`src/rtl/dot_pkg.sv`:
```
// package: register map, mode register fields and latency constants for the termination control
package dot_pkg;

	// register byte offsets on the apb bus
	localparam logic [7:0] MR0_OFF      = 8'h00;
	localparam logic [7:0] MR1_OFF      = 8'h04;
	localparam logic [7:0] MR2_OFF      = 8'h08;
	localparam logic [7:0] STATUS_OFF   = 8'h0C;
	localparam logic [7:0] VIOL_OFF     = 8'h10;

	// reset values of the mode register shadows
	localparam logic [15:0] MR0_RST     = 16'h0000;
	localparam logic [15:0] MR1_RST     = 16'h0000;
	localparam logic [15:0] MR2_RST     = 16'h0000;

	// mode register 0 fields
	localparam int MR0_BL_LSB           = 0;
	localparam int MR0_CL_LOW           = 2;
	localparam int MR0_CL_LSB           = 4;
	localparam int MR0_DLL_PPD          = 12;
	localparam logic [1:0] BL_FIX8      = 2'h0;
	localparam logic [1:0] BL_OTF       = 2'h1;
	localparam logic [1:0] BL_FIX4      = 2'h2;

	// mode register 1 fields
	localparam int MR1_NOM_B0           = 2;
	localparam int MR1_NOM_B1           = 6;
	localparam int MR1_NOM_B2           = 9;
	localparam int MR1_AL_LSB           = 3;
	localparam logic [1:0] AL_ZERO      = 2'h0;
	localparam logic [1:0] AL_CL1       = 2'h1;
	localparam logic [1:0] AL_CL2       = 2'h2;

	// mode register 2 fields
	localparam int MR2_CWL_LSB          = 3;
	localparam int MR2_WR_B0            = 9;
	localparam int MR2_WR_B1            = 10;

	// latency arithmetic, all in link clock cycles
	localparam logic [4:0] CL_BASE_LO   = 5'h04;
	localparam logic [4:0] CL_BASE_HI   = 5'h0C;
	localparam logic [4:0] CWL_BASE     = 5'h05;
	localparam logic [4:0] ODT_LAT_SUB  = 5'h02;
	localparam logic [4:0] CWN4_ADD     = 5'h04;
	localparam logic [4:0] CWN8_ADD     = 5'h06;
	localparam logic [2:0] ODTH4_LOAD   = 3'h3;
	localparam logic [2:0] ODTH8_LOAD   = 3'h5;

	// delay line shape
	localparam int DLY_W                = 3;
	localparam int DLY_D                = 32;
	localparam int DLY_ODT              = 0;
	localparam int DLY_WR8              = 1;
	localparam int DLY_WR4              = 2;

	// link pin vector positions
	localparam int PIN_W                = 9;
	localparam int PIN_CK               = 0;
	localparam int PIN_ODT              = 1;
	localparam int PIN_CKE              = 2;
	localparam int PIN_CS_N             = 3;
	localparam int PIN_RAS_N            = 4;
	localparam int PIN_CAS_N            = 5;
	localparam int PIN_WE_N             = 6;
	localparam int PIN_BC_N             = 7;
	localparam int PIN_SPARE            = 8;

endpackage : dot_pkg

```
`src/rtl/dot_odt_ctrl.sv`:
```
// termination control: mode shadows over apb, odt latencies, dynamic write strength
`timescale 1ns/1ps
// Operation
// - dynamic switching on when write strength nonzero
// - nominal from mr1 bits, write from mr2
// - nominal strength applies outside writes
// - on and off after wl minus two
// - write strength wl minus two after write
// - back to nominal after four/six plus off-latency
// - frozen dll in power-down selects asynchronous timing
// - asynchronous timing skips additive latency
// - asynchronous timing follows sampled odt directly
// - synchronous latency is cwl plus al minus two
// - odt pin cannot switch termination on when termination disabled
module dot_odt_ctrl
	import dot_pkg::*;
(
	input  wire logic        pclk,
	input  wire logic        presetn,
	input  wire logic        psel,
	input  wire logic        penable,
	input  wire logic        pwrite,
	input  wire logic [7:0]  paddr,
	input  wire logic [31:0] pwdata,
	output logic      [31:0] prdata,
	output logic             pready,
	output logic             pslverr,
	input  wire logic        ck,
	input  wire logic        odt,
	input  wire logic        cke,
	input  wire logic        cs_n,
	input  wire logic        ras_n,
	input  wire logic        cas_n,
	input  wire logic        we_n,
	input  wire logic        bc_n,
	output logic             rtt_on,
	output logic             rtt_wr_sel,
	output logic      [2:0]  rtt_value
);
	import dot_pkg::*;

	function automatic logic [4:0] cas_lat(input logic [15:0] mr0);
		logic [4:0] code;
		code = {2'b00, mr0[MR0_CL_LSB+2:MR0_CL_LSB]};
		cas_lat = mr0[MR0_CL_LOW] ? 5'(code + CL_BASE_HI) : 5'(code + CL_BASE_LO);
	endfunction : cas_lat

	function automatic logic [4:0] add_lat(input logic [1:0] code, input logic [4:0] cl);
		unique case (code)
			AL_CL1:  add_lat = 5'(cl - 5'h01);
			AL_CL2:  add_lat = 5'(cl - 5'h02);
			default: add_lat = 5'h00;
		endcase
	endfunction : add_lat

	// apb registers
	logic [15:0] mr0_r;
	logic [15:0] mr1_r;
	logic [15:0] mr2_r;
	logic [1:0]  viol_r;
	logic [1:0]  viol_nxt;
	logic [31:0] prdata_r;
	logic        pready_r;
	logic        pslverr_r;

	wire         setup_ph  = psel & ~penable;
	wire         wr_take   = psel & penable & pready_r & pwrite;
	wire         sel_mr0   = (paddr == MR0_OFF);
	wire         sel_mr1   = (paddr == MR1_OFF);
	wire         sel_mr2   = (paddr == MR2_OFF);
	wire         sel_stat  = (paddr == STATUS_OFF);
	wire         sel_viol  = (paddr == VIOL_OFF);
	wire         addr_hit  = sel_mr0 | sel_mr1 | sel_mr2 | sel_stat | sel_viol;

	// link pin sampling
	logic [PIN_W-1:0] pins_sync;
	logic             ck_rise;

	dot_pin_sync u_sync (
		.pclk       (pclk),
		.presetn    (presetn),
		.pins_async ({1'b0, bc_n, we_n, cas_n, ras_n, cs_n, cke, odt, ck}),
		.pins_sync  (pins_sync),
		.ck_rise    (ck_rise)
	);

	wire         odt_s     = pins_sync[PIN_ODT];
	wire         cke_s     = pins_sync[PIN_CKE];
	wire         wr_cmd    = ck_rise & cke_s & ~pins_sync[PIN_CS_N] & pins_sync[PIN_RAS_N]
	                         & ~pins_sync[PIN_CAS_N] & ~pins_sync[PIN_WE_N];
	wire  [1:0]  bl_mode   = mr0_r[MR0_BL_LSB+1:MR0_BL_LSB];
	wire         burst4    = (bl_mode == BL_FIX4) | ((bl_mode == BL_OTF) & ~pins_sync[PIN_BC_N]);

	// mode decode
	wire  [2:0]  nom_code  = {mr1_r[MR1_NOM_B2], mr1_r[MR1_NOM_B1], mr1_r[MR1_NOM_B0]};
	wire  [1:0]  wr_code   = {mr2_r[MR2_WR_B1], mr2_r[MR2_WR_B0]};
	wire         dyn_en    = |wr_code;
	wire         odt_en    = (|nom_code) | dyn_en;
	wire         async_md  = ~mr0_r[MR0_DLL_PPD] & ~cke_s;
	wire  [4:0]  cl        = cas_lat(mr0_r);
	wire  [4:0]  al        = add_lat(mr1_r[MR1_AL_LSB+1:MR1_AL_LSB], cl);
	wire  [4:0]  cwl       = 5'(CWL_BASE + {2'b00, mr2_r[MR2_CWL_LSB+2:MR2_CWL_LSB]});
	wire  [4:0]  odt_lat   = 5'(cwl + al - ODT_LAT_SUB);
	wire  [4:0]  tap_cwn4  = 5'(odt_lat + CWN4_ADD);
	wire  [4:0]  tap_cwn8  = 5'(odt_lat + CWN8_ADD);

	// history of odt and writes, one entry per link clock edge
	logic [DLY_W-1:0] hist_in;
	logic [DLY_W-1:0] q_lat;
	logic [DLY_W-1:0] q_c4;
	logic [DLY_W-1:0] q_c8;

	assign hist_in[DLY_ODT] = odt_s;
	assign hist_in[DLY_WR8] = wr_cmd & dyn_en & ~burst4;
	assign hist_in[DLY_WR4] = wr_cmd & dyn_en & burst4;

	dot_delay_line u_dly (
		.pclk     (pclk),
		.presetn  (presetn),
		.shift_en (ck_rise),
		.din      (hist_in),
		.tap_a    (odt_lat),
		.tap_b    (tap_cwn4),
		.tap_c    (tap_cwn8),
		.q_a      (q_lat),
		.q_b      (q_c4),
		.q_c      (q_c8)
	);

	// the shift and the tap register each cost a pclk, so act on a strobe two cycles late
	logic        step_d_r;
	logic        step_r;
	always_ff @(posedge pclk or negedge presetn) begin
		if (!presetn) begin
			step_d_r <= 1'b0;
			step_r   <= 1'b0;
		end else begin
			step_d_r <= ck_rise;
			step_r   <= step_d_r;
		end
	end

	wire         wr_start  = step_r & (q_lat[DLY_WR8] | q_lat[DLY_WR4]);
	wire         wr_end    = step_r & (q_c4[DLY_WR4] | q_c8[DLY_WR8]);

	// termination state
	logic        rtt_on_r;
	logic        rtt_on_nxt;
	logic        wr_sel_r;
	logic        wr_sel_nxt;
	logic [2:0]  value_r;
	logic [2:0]  value_nxt;

	// the asynchronous path skips the delay line entirely, so additive latency never enters it
	assign rtt_on_nxt = !odt_en ? 1'b0 :
	                    async_md ? odt_s :
	                    step_r ? q_lat[DLY_ODT] : rtt_on_r;

	// a new write reaching its start wins over an older one reaching its end
	assign wr_sel_nxt = !dyn_en ? 1'b0 :
	                    wr_start ? 1'b1 :
	                    wr_end ? 1'b0 : wr_sel_r;

	assign value_nxt  = wr_sel_nxt ? {1'b0, wr_code} : nom_code;

	always_ff @(posedge pclk or negedge presetn) begin
		if (!presetn) begin
			rtt_on_r <= 1'b0;
			wr_sel_r <= 1'b0;
			value_r  <= 3'h0;
		end else begin
			rtt_on_r <= rtt_on_nxt;
			wr_sel_r <= wr_sel_nxt;
			value_r  <= value_nxt;
		end
	end

	// watch the controller's minimum odt high times and flag a short pulse
	logic        odt_prev_r;
	logic [2:0]  hold_r;
	logic [2:0]  hold_nxt;
	logic        hold_wr_r;
	logic        hold_wr_nxt;

	wire         odt_reg_hi  = ck_rise & odt_s & ~odt_prev_r;
	wire         odt_reg_lo  = ck_rise & ~odt_s & odt_prev_r;
	wire         wr_odt_hi   = wr_cmd & odt_s;
	wire  [2:0]  hold_dec    = (hold_r != 3'h0) ? 3'(hold_r - 3'h1) : 3'h0;
	wire  [2:0]  wr_load     = burst4 ? ODTH4_LOAD : ODTH8_LOAD;
	wire         short_odt   = odt_reg_lo & (hold_r != 3'h0) & ~hold_wr_r;
	wire         short_wr    = odt_reg_lo & (hold_r != 3'h0) & hold_wr_r;

	always_comb begin
		hold_nxt    = hold_r;
		hold_wr_nxt = hold_wr_r;
		if (ck_rise) begin
			hold_nxt = hold_dec;
			if (odt_reg_hi) begin
				hold_nxt    = ODTH4_LOAD;
				hold_wr_nxt = 1'b0;
			end
			if (wr_odt_hi && wr_load >= hold_nxt) begin
				hold_nxt    = wr_load;
				hold_wr_nxt = 1'b1;
			end
			if (!odt_s) begin
				hold_nxt    = 3'h0;
				hold_wr_nxt = 1'b0;
			end
		end
	end

	always_ff @(posedge pclk or negedge presetn) begin
		if (!presetn) begin
			odt_prev_r <= 1'b0;
			hold_r     <= 3'h0;
			hold_wr_r  <= 1'b0;
		end else begin
			hold_r    <= hold_nxt;
			hold_wr_r <= hold_wr_nxt;
			if (ck_rise) begin
				odt_prev_r <= odt_s;
			end
		end
	end

	// write one to clear, but a violation in the same cycle stays set
	wire  [1:0]  viol_clr = (wr_take && sel_viol) ? pwdata[1:0] : 2'b00;
	assign viol_nxt = (viol_r & ~viol_clr) | {short_wr, short_odt};

	// apb slave: zero wait states, read data captured in the setup cycle
	wire  [31:0] status_w = {19'h0, odt_lat, 3'h0, async_md, dyn_en, odt_en, wr_sel_r, rtt_on_r};
	wire  [31:0] rd_mux   = sel_mr0  ? {16'h0, mr0_r} :
	                        sel_mr1  ? {16'h0, mr1_r} :
	                        sel_mr2  ? {16'h0, mr2_r} :
	                        sel_stat ? status_w :
	                        sel_viol ? {30'h0, viol_r} : 32'h0;

	always_ff @(posedge pclk or negedge presetn) begin
		if (!presetn) begin
			mr0_r     <= MR0_RST;
			mr1_r     <= MR1_RST;
			mr2_r     <= MR2_RST;
			viol_r    <= 2'b00;
			prdata_r  <= 32'h0;
			pready_r  <= 1'b0;
			pslverr_r <= 1'b0;
		end else begin
			viol_r    <= viol_nxt;
			pready_r  <= setup_ph;
			pslverr_r <= setup_ph & ~addr_hit;
			if (setup_ph) begin
				prdata_r <= pwrite ? 32'h0 : rd_mux;
			end
			// software must write zero write strength before dll-off operation
			if (wr_take && sel_mr0) begin
				mr0_r <= pwdata[15:0];
			end
			if (wr_take && sel_mr1) begin
				mr1_r <= pwdata[15:0];
			end
			if (wr_take && sel_mr2) begin
				mr2_r <= pwdata[15:0];
			end
		end
	end

	assign prdata     = prdata_r;
	assign pready     = pready_r;
	assign pslverr    = pslverr_r;
	assign rtt_on     = rtt_on_r;
	assign rtt_wr_sel = wr_sel_r;
	assign rtt_value  = value_r;

endmodule : dot_odt_ctrl

```
`src/rtl/dot_pin_sync.sv`:
```
// two-flop synchroniser for the link pins with rising edge detect of the link clock
`timescale 1ns/1ps
module dot_pin_sync
	import dot_pkg::*;
(
	input  wire logic             pclk,
	input  wire logic             presetn,
	input  wire logic [PIN_W-1:0] pins_async,
	output logic      [PIN_W-1:0] pins_sync,
	output logic                  ck_rise
);
	logic [PIN_W-1:0] meta_r;
	logic [PIN_W-1:0] sync_r;
	logic             ck_last_r;
	logic             rise_r;

	always_ff @(posedge pclk or negedge presetn) begin
		if (!presetn) begin
			meta_r    <= '0;
			sync_r    <= '0;
			ck_last_r <= 1'b0;
			rise_r    <= 1'b0;
		end else begin
			meta_r    <= pins_async;
			sync_r    <= meta_r;
			ck_last_r <= sync_r[PIN_CK];
			rise_r    <= sync_r[PIN_CK] & ~ck_last_r;
		end
	end

	// rise_r lines up with the pin sample held in the stage before, so keep one more copy
	logic [PIN_W-1:0] hold_r;
	always_ff @(posedge pclk or negedge presetn) begin
		if (!presetn) begin
			hold_r <= '0;
		end else begin
			hold_r <= sync_r;
		end
	end

	assign pins_sync = hold_r;
	assign ck_rise   = rise_r;

endmodule : dot_pin_sync

```
`src/rtl/dot_delay_line.sv`:
```
// per-link-cycle history of odt and write events with three registered taps
`timescale 1ns/1ps
module dot_delay_line
	import dot_pkg::*;
(
	input  wire logic             pclk,
	input  wire logic             presetn,
	input  wire logic             shift_en,
	input  wire logic [DLY_W-1:0] din,
	input  wire logic [4:0]       tap_a,
	input  wire logic [4:0]       tap_b,
	input  wire logic [4:0]       tap_c,
	output logic      [DLY_W-1:0] q_a,
	output logic      [DLY_W-1:0] q_b,
	output logic      [DLY_W-1:0] q_c
);
	logic [DLY_W-1:0] stage_r [DLY_D];
	logic [DLY_W-1:0] qa_r;
	logic [DLY_W-1:0] qb_r;
	logic [DLY_W-1:0] qc_r;

	// stage 0 holds the sample taken at the newest link edge
	always_ff @(posedge pclk or negedge presetn) begin
		if (!presetn) begin
			for (int i = 0; i < DLY_D; i++) begin
				stage_r[i] <= '0;
			end
		end else if (shift_en) begin
			stage_r[0] <= din;
			for (int i = 1; i < DLY_D; i++) begin
				stage_r[i] <= stage_r[i-1];
			end
		end
	end

	always_ff @(posedge pclk or negedge presetn) begin
		if (!presetn) begin
			qa_r <= '0;
			qb_r <= '0;
			qc_r <= '0;
		end else begin
			qa_r <= stage_r[tap_a];
			qb_r <= stage_r[tap_b];
			qc_r <= stage_r[tap_c];
		end
	end

	assign q_a = qa_r;
	assign q_b = qb_r;
	assign q_c = qc_r;

endmodule : dot_delay_line

```
`config.mk`:
```
export PLATFORM = sky130hd
export DESIGN_NAME = dot_odt_ctrl
export DESIGN_NICKNAME = d
export VERILOG_FILES = /design/src/rtl/dot_pkg.sv /design/src/rtl/dot_odt_ctrl.sv /design/src/rtl/dot_pin_sync.sv /design/src/rtl/dot_delay_line.sv
export SDC_FILE = /design/constraint.sdc
export NUM_CORES = 1
export LEC_CHECK = 0
export ABC_AREA = 1
export BUFFER_PORTS_ARGS = -buffer_cell sky130_fd_sc_hd__buf_2
export CORE_ASPECT_RATIO = 0.8
export CORE_UTILIZATION = 29
export DETAILED_ROUTE_END_ITERATION = 8
export SLEW_MARGIN = 20
export SYNTH_ARGS = -nofsm -noshare
export SYNTH_HDL_FRONTEND = slang
export SYNTH_SLANG_ARGS = --single-unit
```
`constraint.sdc`:
```
create_clock -name pclk -period 3.8 [get_ports pclk]
set_input_delay 0.38 -clock pclk [delete_from_list [all_inputs] [get_ports pclk]]
set_output_delay 0.38 -clock pclk [all_outputs]
set_load 0.02 [all_outputs]
```
==> impl_results.md, run 1 <==
* Most frequent cells in the layout: nand2_1 (374), dfrtp_1 (204), o21ai_0 (141), inv_1 (131), nand3_1 (123)
* R2R depth at 16
* Status: finished clean
* Worst VDD drop at ~0.26 mV
* Unrepaired setup endpoints after global routing: false
* Num CTS Buffers at 23
* Crit path launch type: flip-flop
* Final Hold Viols at 0
* Part of the power in registers at 0.448
* Critical path class: reg -> reg
* Post-synth top flop: dfrtp_1
* Core area at approximately 0.034 sq mm
* Max cap viols at 0
* Initial antenna violation count at 0
* R2R setup slack at slightly below 0.5 ns
* Ranking of synthesized cells by area: dfrtp_1 (51%), nand2_1 (14%), o21ai_0 (7.0%)
* Flops & latches, synth at a little over 200
* Register area share after synthesis at 0.512
* Max Buffers Root-to-Sink at 3
* Critical Path Fanout Max at 5
* Layout cells sized above 1 at 0.119
* Internal cell power at 3.93 mW
* Final net count at 1361
* Synth Area per Inst at ~8.1 sq um
* Met1 Use GR at 0.214
* # resized after CTS at 0
* Antenna viol nets, final at 0
* Global-route wire length before repair at roughly 40000 microns
* Portion of netlist area occupied by mux cells at 0
* Psw at 1.14 mW
* Post-Synthesis Cells at around 1.2k
* Drt wl/cell at approximately 14 microns
* Synth area leader: dfrtp_1
* Synth Area in Compound Gates at 0.123
* IO Count at slightly above 90
* Post-synth EDFFs at 0
* RR Endpoint: u_dly.q_c[1]$_DFF_PN0_
* Worst Path Required at roughly 4.2 ns
* Initial core utilization at 0.297
* Synth warn at 0
* DRT Pass-1 Iters at 8
* Ant. Diodes at 0
* Clock Skew at around 0.011 ns
* Worst hold path type: in -> async
* Grt ovf at 0
* Simple-gate area share of the yosys netlist at 0.241
* Clock Root Buffer: clkbuf_16
* Logic pwr share at 0.055
* XOR/XNOR Fraction of Synth Area at 0.00175
* Global route hottest layer: met1
* Clk Latency, worst-skew pair at between 0.5 and 0.6 ns
* CTS clk-pin slew, worst paths at 0.07 ns
* Relative slew slack at 0.405
* P_leak at 5.67 nW
* IO Port Bufs at a little under 60
* CP endpoint kind: flip-flop
* Setup violators final at 0
* M2 GR Usage at 0.201
* DR DRC count at 0
* GP Congestion at slightly below 0.9
* CTS tree: built
* Total power at 5.07 mW
* Sink Count at 205
* Switching share of total power at 0.225
* Clock power frac at 0.498
* FMAX at around 300 MHz
* Via count at 8082
* Largest net degree at the start of global routing at 109
* DP Wirelength at approximately 16000 microns
* Tmin final at 3.32 ns
* Slew Limit Fails at 0
* Die width at approximately 210 microns
* Met3 Use GR at 0.0216
* Initial drt markers at ~680
* Drt total wl at 23900 microns
* Final TNS setup at 0 ns
* Full die area at between 0.03 and 0.04 sq mm
* Htree depth at 1
* Number of global-route vias before repair at between 7k and 8k
* Placement Rows at 60
* PD cells at 439 mW/mm^2
* Worst-margin pin slew at 0.892 ns
* Die height at around 170 microns
* Adder-cell share of the synthesized area at 0.0270
* Commonest non-fill, non-tap cell in the layout: nand2_1
* Synth top area share at 0.512
* Fillcell total at approximately 3.5k
* Post-synthesis async set-or-reset flop share at 1.00
* Tcrit/Tclk final at 0.872
* Critical R2R Launch: mr1_r[3]$_DFFE_PN0P_
* GRT Overall Usage at 0.139
* Area delta synth->final at 15.3%
* Synth Cell Area at between 0.01 and 0.015 sq mm
* Largest family of logic cells by synthesized area: simple AND/OR/NAND/NOR gates
* Vias per cell at roughly 4.7
* Netlist cell types at 40
* Arrival time of the worst setup path at 3.72 ns
-- layout make-up --
class,instances,area [sq um],share of cell area
clock buffers,28,604,0.0523
repair buffers,82,497,0.0430
clock inverters,14,255,0.0221
flip-flops and latches,205,5130,0.444
inverters,140,531,0.0459
well taps,434,543,0.0470
multi-input cells,835,3990,0.346
-- registers in the layout, summed over array words and instances (netlist names), 2 cells and up --
register          count
u_sync.meta_r         8
u_dly.q_a             3
mr0_r                16
mr1_r                16
viol_r                2
prdata               16
u_sync.pins_sync      8
u_sync.sync_r         8
u_dly.stage_r        96
mr2_r                16
rtt_value             3
hold_r                3
-- metrics by stage --
stage          utilization  hold slack [ns]  std cells  cell area (sq um)  setup WS [ns]
2_1_floorplan            -           0.0844       1254              10100          0.391
3_3_place_gp         0.314            0.333       1688              10600          0.601
3_5_place_dp         0.314            0.335       1688              10600          0.540
4_1_cts              0.342           0.0226       1738              11600          0.519
5_1_grt              0.342           0.0509       1738              11600          0.250
6_report             0.342          0.00777       1738              11600          0.485
-- cells in the mapped netlist (all sizes together) (2+ instances only) --
cell	number
or2	3
dfrtp	205
inv	138
nand2	380
nand4	5
o21bai	3
o21ai	177
nand3	123
a21oi	30
ha	20
buf	52
nor2	55
nor3	6
a211oi	2
clkinv	2
o211ai	9
clkbuf	22
-- per-layer routing --
metal | wire length [microns] | vias up | part of all wire
li1 | - | 4015 | -
met1 | 12500 | 3852 | 0.52
met2 | 9940 | 182 | 0.42
met3 | 1000 | 33 | 0.042
met4 | 489 | 0 | 0.020
met5 | 0 | - | 0
-- cell families after synthesis --
| logic type | count (synthesis) |
|---|---|
| and+or+nand+nor | 573 |
| AOI/OAI and AO/OA | 223 |
| buffers and inverters | 214 |
| DFF | 205 |
| adders and majority gates | 21 |
| xor gates and xnor gates | 2 |
| other | 1 |
-- power groups by stage --
stage | logic, mW | registers [mW] | clock network [mW]
after floorplan | 0.168 | 2.31 | 0
after global placement | 0.271 | 2.31 | 0
after detailed placement | 0.274 | 2.31 | 0
after CTS | 0.281 | 2.27 | 2.58
after global routing | 0.318 | 2.28 | 2.68
final | 0.276 | 2.27 | 2.52
-- worst max-delay path: stages (launching register included) --
cell      delay, ns
dfrtp_1        0.39
inv_1          0.10
ha_1           0.20
inv_1          0.09
or2_2          0.28
a21oi_1        0.18
ha_1           0.29
fa_1           0.58
clkinv_1       0.10
ha_1           0.40
inv_1          0.16
nand3_1        0.11
nand2_1        0.05
nand2_1        0.06
nand2_1        0.06
nand3_1        0.08
nand2_1        0.05
-- worst max path at each step --
| stage | from | endpoint | slack, ns | cells past startpoint |
|---|---|---|---|---|
| floorplan | mr0_r[5]$_DFFE_PN0P_ | u_dly.q_c[1]$_DFF_PN0_ | 0.39 | 17 |
| global placement | mr0_r[5]$_DFFE_PN0P_ | u_dly.q_c[1]$_DFF_PN0_ | 0.60 | 15 |
| detailed placement | mr0_r[5]$_DFFE_PN0P_ | u_dly.q_c[1]$_DFF_PN0_ | 0.54 | 15 |
| CTS | mr1_r[3]$_DFFE_PN0P_ | u_dly.q_c[1]$_DFF_PN0_ | 0.52 | 16 |
| global route | mr1_r[3]$_DFFE_PN0P_ | u_dly.q_c[1]$_DFF_PN0_ | 0.25 | 18 |
| finish | mr1_r[3]$_DFFE_PN0P_ | u_dly.q_c[1]$_DFF_PN0_ | 0.48 | 16 |
-- repair_timing --
| action | CTS | global route |
|---|---|---|
| endpoints found under the setup margin | 0 | 0 |
| hold buffers | 8 | 0 |
| setup buffers | 0 | 0 |
| endpoints found under the hold margin | 8 | 0 |
(Power assumes the default switching activity.)
==> run 2: changes to the inputs <==
--- a/config.mk
+++ b/config.mk
@@ -6,9 +6,11 @@
 export NUM_CORES = 1
 export LEC_CHECK = 0
 export ABC_AREA = 1
+export ABC_CLOCK_PERIOD_IN_PS = 3800
 export BUFFER_PORTS_ARGS = -buffer_cell sky130_fd_sc_hd__buf_2
 export CORE_ASPECT_RATIO = 0.8
 export CORE_UTILIZATION = 29
+export CTS_BUF_LIST = sky130_fd_sc_hd__clkbuf_4
 export DETAILED_ROUTE_END_ITERATION = 8
 export SLEW_MARGIN = 20
 export SYNTH_ARGS = -nofsm -noshare
==> run 2 against run 1 <==
Net effect: non-clock buffer count is 18 higher; sequential power hardly changed; clock skew is 0.018 ns higher; sequential share of layout area is 0.23 points higher; clock power is 28% lower; global-route usage is 0.38 points higher; largest power group is now registers; clock-buffer cell count is 42 higher; worst setup slack better by 0.0044 ns; critical path type unchanged; total power is 14% lower; register-to-register slack hardly changed; flip-flop and latch count stayed put; hold slack better by 0.054 ns.
==> impl_results.md, run 2 (synthesized netlist as in run 1, its figures left out) <==
* Status: finished clean
* Tcrit/Tclk final at 0.871 (-0.00115)
* Initial drt markers at 665 (-1.9%)
* Max cap viols at 0 (unchanged)
* GRT Overall Usage at 0.142 (+0.00376)
* Arrival time of the worst setup path at 3.89 ns (+0.17 ns)
* IO Port Bufs at 59 (unchanged)
* Largest net degree at the start of global routing at 109 (unchanged)
* Number of global-route vias before repair at 7969 (+4.1%)
* CTS clk-pin slew, worst paths at 0.07 ns (about the same)
* Clock Root Buffer: clkbuf_4
* IO Count at 92 (unchanged)
* Worst Path Required at 4.38 ns (+0.18 ns)
* # resized after CTS at 0 (unchanged)
* Slew Limit Fails at 0 (unchanged)
* DRT Pass-1 Iters at 5 (-3)
* Fillcell total at 3555 (+1.1%)
* Largest register FFs at 96 (unchanged)
* Setup Fix Bufs, Post-CTS at 0 (unchanged)
* Worst VDD drop at 0.227 mV (-12%)
* Grt ovf at 0 (unchanged)
* Ant. Diodes at 0 (unchanged)
* Critical Path Fanout Max at 5 (unchanged)
* Top reg by flops: u_dly.stage_r
* Hold buffer count at cts at 26 (+18)
* Htree depth at 2 (+1)
* Worst-margin pin slew at 0.908 ns (+0.0162 ns)
* FMAX at 302 MHz (+0.13%)
* Num CTS Buffers at 51 (+120%)
* Initial antenna violation count at 0 (unchanged)
* Clk Latency, worst-skew pair at 0.69 ns (+0.18 ns)
* Vias per cell at 4.58 (-1.6%)
* Worst hold path type: in -> reg
* Drt wl/cell at 13.4 microns (-2.3%)
* Antenna viol nets, final at 0 (unchanged)
* Crit path launch type: flip-flop
* R2R depth at 16 (unchanged)
* Drt total wl at 24200 microns (+1.3%)
* CTS tree: built
* Tmin final at 3.31 ns (-0.00436 ns)
* Area delta synth->final at 14.7%
* Core Util, Final at 0.340 (-0.00178)
* Initial core utilization at 0.297 (unchanged)
* PD cells at 381 mW/mm^2 (-13%)
* WHS Path Cells at 3
* Relative slew slack at 0.394 (-0.0108)
* Unrepaired setup endpoints after global routing: false
* Via count at 8249 (+2.1%)
* Layout cells sized above 1 at 0.138 (+0.0193)
* Setup violators final at 0 (unchanged)
* Max Buffers Root-to-Sink at 3 (unchanged)
* Die height at 168 microns (unchanged)
* P_leak at 5.69 nW (+0.41%)
* CP endpoint kind: flip-flop
* Core area at 0.0338 sq mm (unchanged)
* GP Congestion at 0.867 (unchanged)
* Most frequent cells in the layout: nand2_1 (374), dfrtp_1 (204), o21ai_0 (141), inv_1 (131), nand3_1 (123)
* Final TNS setup at 0 ns (unchanged)
* Final net count at 1407 (+3.4%)
* Final Hold Viols at 0 (unchanged)
* Sink Count at 205 (unchanged)
* Full die area at 0.0353 sq mm (unchanged)
* Critical path class: reg -> reg
* Placement Rows at 60 (unchanged)
* DR DRC count at 0 (unchanged)
* Global-route wire length before repair at 40800 microns (+1.8%)
* DP Wirelength at 16000 microns (unchanged)
* Clock Skew at 0.0294 ns (+0.0180 ns)
* Die width at 210 microns (unchanged)
* Commonest non-fill, non-tap cell in the layout: nand2_1
==> run 2: cell type report <==
type	instances	area [sq um]	area share
clock buffers	70	526	0.0457
inverters	140	531	0.0462
clock inverters	18	93.8	0.00816
flip-flops and latches	205	5130	0.446
well taps	434	543	0.0472
multi-input cells	835	3990	0.347
repair buffers	100	677	0.0589
==> run 2: layer usage <==
metal | vias to the layer above | part of all wire | global-route usage
met3 | 45 | 0.058 | 0.0308
met2 | 227 | 0.41 | 0.201
met1 | 3834 | 0.51 | 0.213
li1 | 4143 | - | -
met5 | - | 0 | 0
met4 | 0 | 0.022 | 0.0457
==> run 2: path summary, 6_finish.rpt <==
path	to	slack, ns	startpoint
worst max-delay path	u_dly.q_c[1]$_DFF_PN0_	0.49	mr1_r[3]$_DFFE_PN0P_
worst min-delay path	mr0_r[1]$_DFFE_PN0P_	0.06	pwdata[1]
worst max register to register	u_dly.q_c[1]$_DFF_PN0_	0.49	mr1_r[3]$_DFFE_PN0P_
worst min register to register	u_sync.sync_r[5]$_DFF_PN0_	0.33	u_sync.meta_r[5]$_DFF_PN0_
max in group asynchronous	u_dly.stage_r[7]$_DFFE_PN0P_	2.40	presetn
min in group asynchronous	prdata[1]$_DFFE_PN0P_	0.36	presetn
==> run 2: worst max-delay path: stages (launching register included) <==
cell,delay (ns)
dfrtp_1,0.39
inv_1,0.10
ha_1,0.20
inv_1,0.09
or2_2,0.28
a21oi_1,0.18
ha_1,0.29
fa_1,0.58
clkinv_1,0.10
ha_1,0.41
inv_1,0.16
nand3_1,0.11
nand2_1,0.05
nand2_1,0.06
nand2_1,0.06
nand3_1,0.08
nand2_1,0.05
==> run 2: power by group <==
group / switching (mW) / total (mW) / internal (mW)
combinational: 0.204 / 0.291 / 0.0875
sequential: 0.0300 / 2.27 / 2.24
clock: 0.904 / 1.82 / 0.915
==> run 2: metrics by stage <==
step / power (mW) / cell area (sq um) / setup WS, ns / instances / hold slack [ns]
floorplan: 2.47 / 10100 / 0.391 / 1254 / 0.0844
global placement: 2.58 / 10600 / 0.601 / 1688 / 0.333
detailed placement: 2.59 / 10600 / 0.540 / 1688 / 0.335
CTS: 4.45 / 11500 / 0.522 / 1802 / 0.0218
global route: 4.61 / 11500 / 0.256 / 1802 / 0.0643
finish: 4.38 / 11500 / 0.489 / 1802 / 0.0620
==> run 3: changes to the inputs <==
--- a/config.mk
+++ b/config.mk
@@ -9,9 +9,10 @@
 export ABC_CLOCK_PERIOD_IN_PS = 3800
 export BUFFER_PORTS_ARGS = -buffer_cell sky130_fd_sc_hd__buf_2
 export CORE_ASPECT_RATIO = 0.8
-export CORE_UTILIZATION = 29
+export CORE_UTILIZATION = 60
 export CTS_BUF_LIST = sky130_fd_sc_hd__clkbuf_4
 export DETAILED_ROUTE_END_ITERATION = 8
+export PLACE_DENSITY = 0.8
 export SLEW_MARGIN = 20
 export SYNTH_ARGS = -nofsm -noshare
 export SYNTH_HDL_FRONTEND = slang
==> run 3 against run 2 <==
Net effect: global-route usage is 13 points higher; highest routed layer unchanged; largest cell class unchanged; critical endpoint unchanged; worst setup slack better by 0.069 ns; first-iteration DRC count is 3.2% higher; wire length is 9.4% lower.
==> impl_results.md, run 3 (synthesized netlist as in run 1, its figures left out) <==
* Setup violators final at 0 (unchanged)
* Relative slew slack at 0.352 (-0.0421)
* Number of global-route vias before repair at 7890 (-0.99%)
* Largest net degree at the start of global routing at 124 (+14%)
* Initial antenna violation count at 1 (+1)
* Worst hold path type: in -> reg
* Area delta synth->final at 11.5%
* Final net count at 1398 (-0.64%)
* Antenna viol nets, final at 0 (unchanged)
* Buf/Inv on CP at 1 (-3)
* Total power at 4.42 mW (+0.91%)
* Arrival time of the worst setup path at 3.78 ns (-0.11 ns)
* # resized after CTS at 0 (unchanged)
* Die height at 118 microns (-30%)
* R2R setup slack at 0.56 ns (+0.07 ns)
* Global-route wire length before repair at 37800 microns (-7.4%)
* Top reg by flops: u_dly.stage_r
* DP Wirelength at 14500 microns (-9.4%)
* Placement Rows at 41 (-32%)
* Setup slack at placement at 0.550 ns (+0.0106 ns)
* FMAX at 308 MHz (+2.1%)
* CTS tree: built
* RR Endpoint: u_dly.q_c[1]$_DFF_PN0_
* Slowest cell on crit path: fa_1
* Clk Latency, worst-skew pair at 0.66 ns (-0.03 ns)
* Initial core utilization at 0.624 (+0.327)
* Sequential cell area at 0.00513 sq mm (unchanged)
* Max cap viols at 0 (unchanged)
* Worst setup slack after layout at 0.558 ns (+0.0691 ns)
* Vias per cell at 5.29 (+15%)
* Grt ovf at 0 (unchanged)
* Max Buffers Root-to-Sink at 3 (unchanged)
* CTS clk-pin slew, worst paths at 0.08 ns (about the same)
* DRT Pass-1 Iters at 5 (unchanged)
* Layout cells sized above 1 at 0.142 (+0.00364)
* Drt total wl at 21900 microns (-9.4%)
* Commonest non-fill, non-tap cell in the layout: nand2_1
* PD cells at 396 mW/mm^2 (+3.8%)
* Fin Hold WS at 0.0303 ns (-0.0317 ns)
* Critical-path cell list: inv_1 -> ha_1 -> or2_2 -> a21oi_1 -> ha_1 -> fa_1 -> nand2_1 -> nand2_1 -> ha_1 -> a21oi_1 -> nand3_1 -> nand3_1 -> nand2_1
* GRT Overall Usage at 0.271 (+0.128)
* Worst Hold End: mr1_r[12]$_DFFE_PN0P_
* Most frequent cells in the layout: nand2_1 (374), dfrtp_1 (204), o21ai_0 (141), inv_1 (131), nand3_1 (123)
* GP Congestion at 0.891 (+2.8%)
* Slew Limit Fails at 0 (unchanged)
* Full die area at 0.0172 sq mm (-51%)
* Finished Cell Area at 0.0112 sq mm (-2.8%)
* Final TNS setup at 0 ns (unchanged)
* Area of the multi-input gates at 0.00399 sq mm (unchanged)
* CP endpoint kind: flip-flop
* Via count at 8298 (+0.59%)
* Initial drt markers at 686 (+3.2%)
* Htree depth at 2 (unchanged)
* Die width at 146 microns (-30%)
* Num CTS Buffers at 50 (-2.0%)
* Sink Count at 205 (unchanged)
* WP depth at 13 (-3)
* Critical path class: reg -> reg
* Crit path launch type: flip-flop
* IO Port Bufs at 59 (unchanged)
* Critical Path Fanout Max at 12 (+7)
* Hold buffer count at cts at 21 (-19%)
* Worst Path Required at 4.34 ns (-0.04 ns)
* Worst-margin pin slew at 0.972 ns (+0.0631 ns)
* Clock Root Buffer: clkbuf_4
* Worst VDD drop at 0.326 mV (+44%)
* Final Hold Viols at 0 (unchanged)
* IO Count at 92 (unchanged)
* Clock Skew at 0.0583 ns (+0.0289 ns)
* WHS Path Cells at 3 (unchanged)
* Largest register FFs at 96 (unchanged)
* Fillcell total at 1322 (-63%)
* Dpl cell area at 0.0103 sq mm (-2.8%)
* P_leak at 5.67 nW (-0.30%)
* Setup Fix Bufs, Post-CTS at 0 (unchanged)
* CP top delay family: adder cells
* Status: finished clean
* Tmin final at 3.24 ns (-0.0692 ns)
* Slowest stage delay, CP at 0.44 ns (-0.14 ns)
* R2R depth at 13 (-3)
* DR DRC count at 0 (unchanged)
* Tcrit/Tclk final at 0.853 (-0.0182)
* Drt wl/cell at 14.0 microns (+4.0%)
* Core area at 0.0161 sq mm (-52%)
* Unrepaired setup endpoints after global routing: false
* Critical R2R Launch: mr0_r[5]$_DFFE_PN0P_
* Hold path start: pwdata[12]
run 3: layer usage:
layer  track usage  part of all wire
met5             0                 0
met4        0.0749             0.012
met3        0.0516             0.061
met2         0.395              0.44
met1         0.412              0.49
run 3: layout make-up:
type                            instances  area share
Sequential cell                       205       0.459
Tap cell                              215      0.0241
Timing Repair Buffer                   92      0.0541
Clock inverter                          6     0.00672
Inverter                              140      0.0475
Clock buffer                           76      0.0511
Antenna cell                            1    0.000224
Multi-Input combinational cell        835       0.357
run 3: worst min-delay path, cell delays in order:
cell and delay, ns:
buf_2 0.09, inv_1 0.07, a21oi_2 0.11
run 3: through the flow:
step	std cells	utilization
global route	1570	0.696
CTS	1569	0.696
finish	1570	0.696
floorplan	1254	-
global placement	1466	0.643
detailed placement	1466	0.643
run 3: how the worst max path moves through the flow:
stage,from,to,slack [ns]
2_1_floorplan,mr0_r[5]$_DFFE_PN0P_,u_dly.q_c[1]$_DFF_PN0_,0.39
3_3_place_gp,mr0_r[5]$_DFFE_PN0P_,u_dly.q_c[1]$_DFF_PN0_,0.59
3_5_place_dp,mr0_r[5]$_DFFE_PN0P_,u_dly.q_c[1]$_DFF_PN0_,0.55
4_1_cts,mr0_r[5]$_DFFE_PN0P_,u_dly.q_c[1]$_DFF_PN0_,0.57
5_1_grt,mr0_r[5]$_DFFE_PN0P_,u_dly.q_c[1]$_DFF_PN0_,0.29
6_report,mr0_r[5]$_DFFE_PN0P_,u_dly.q_c[1]$_DFF_PN0_,0.56
run 3: report_power, final:
group          switching, mW  internal (mW)
clock                  0.836           1.03
combinational          0.199         0.0827
sequential            0.0291           2.24
total                   1.06           3.36
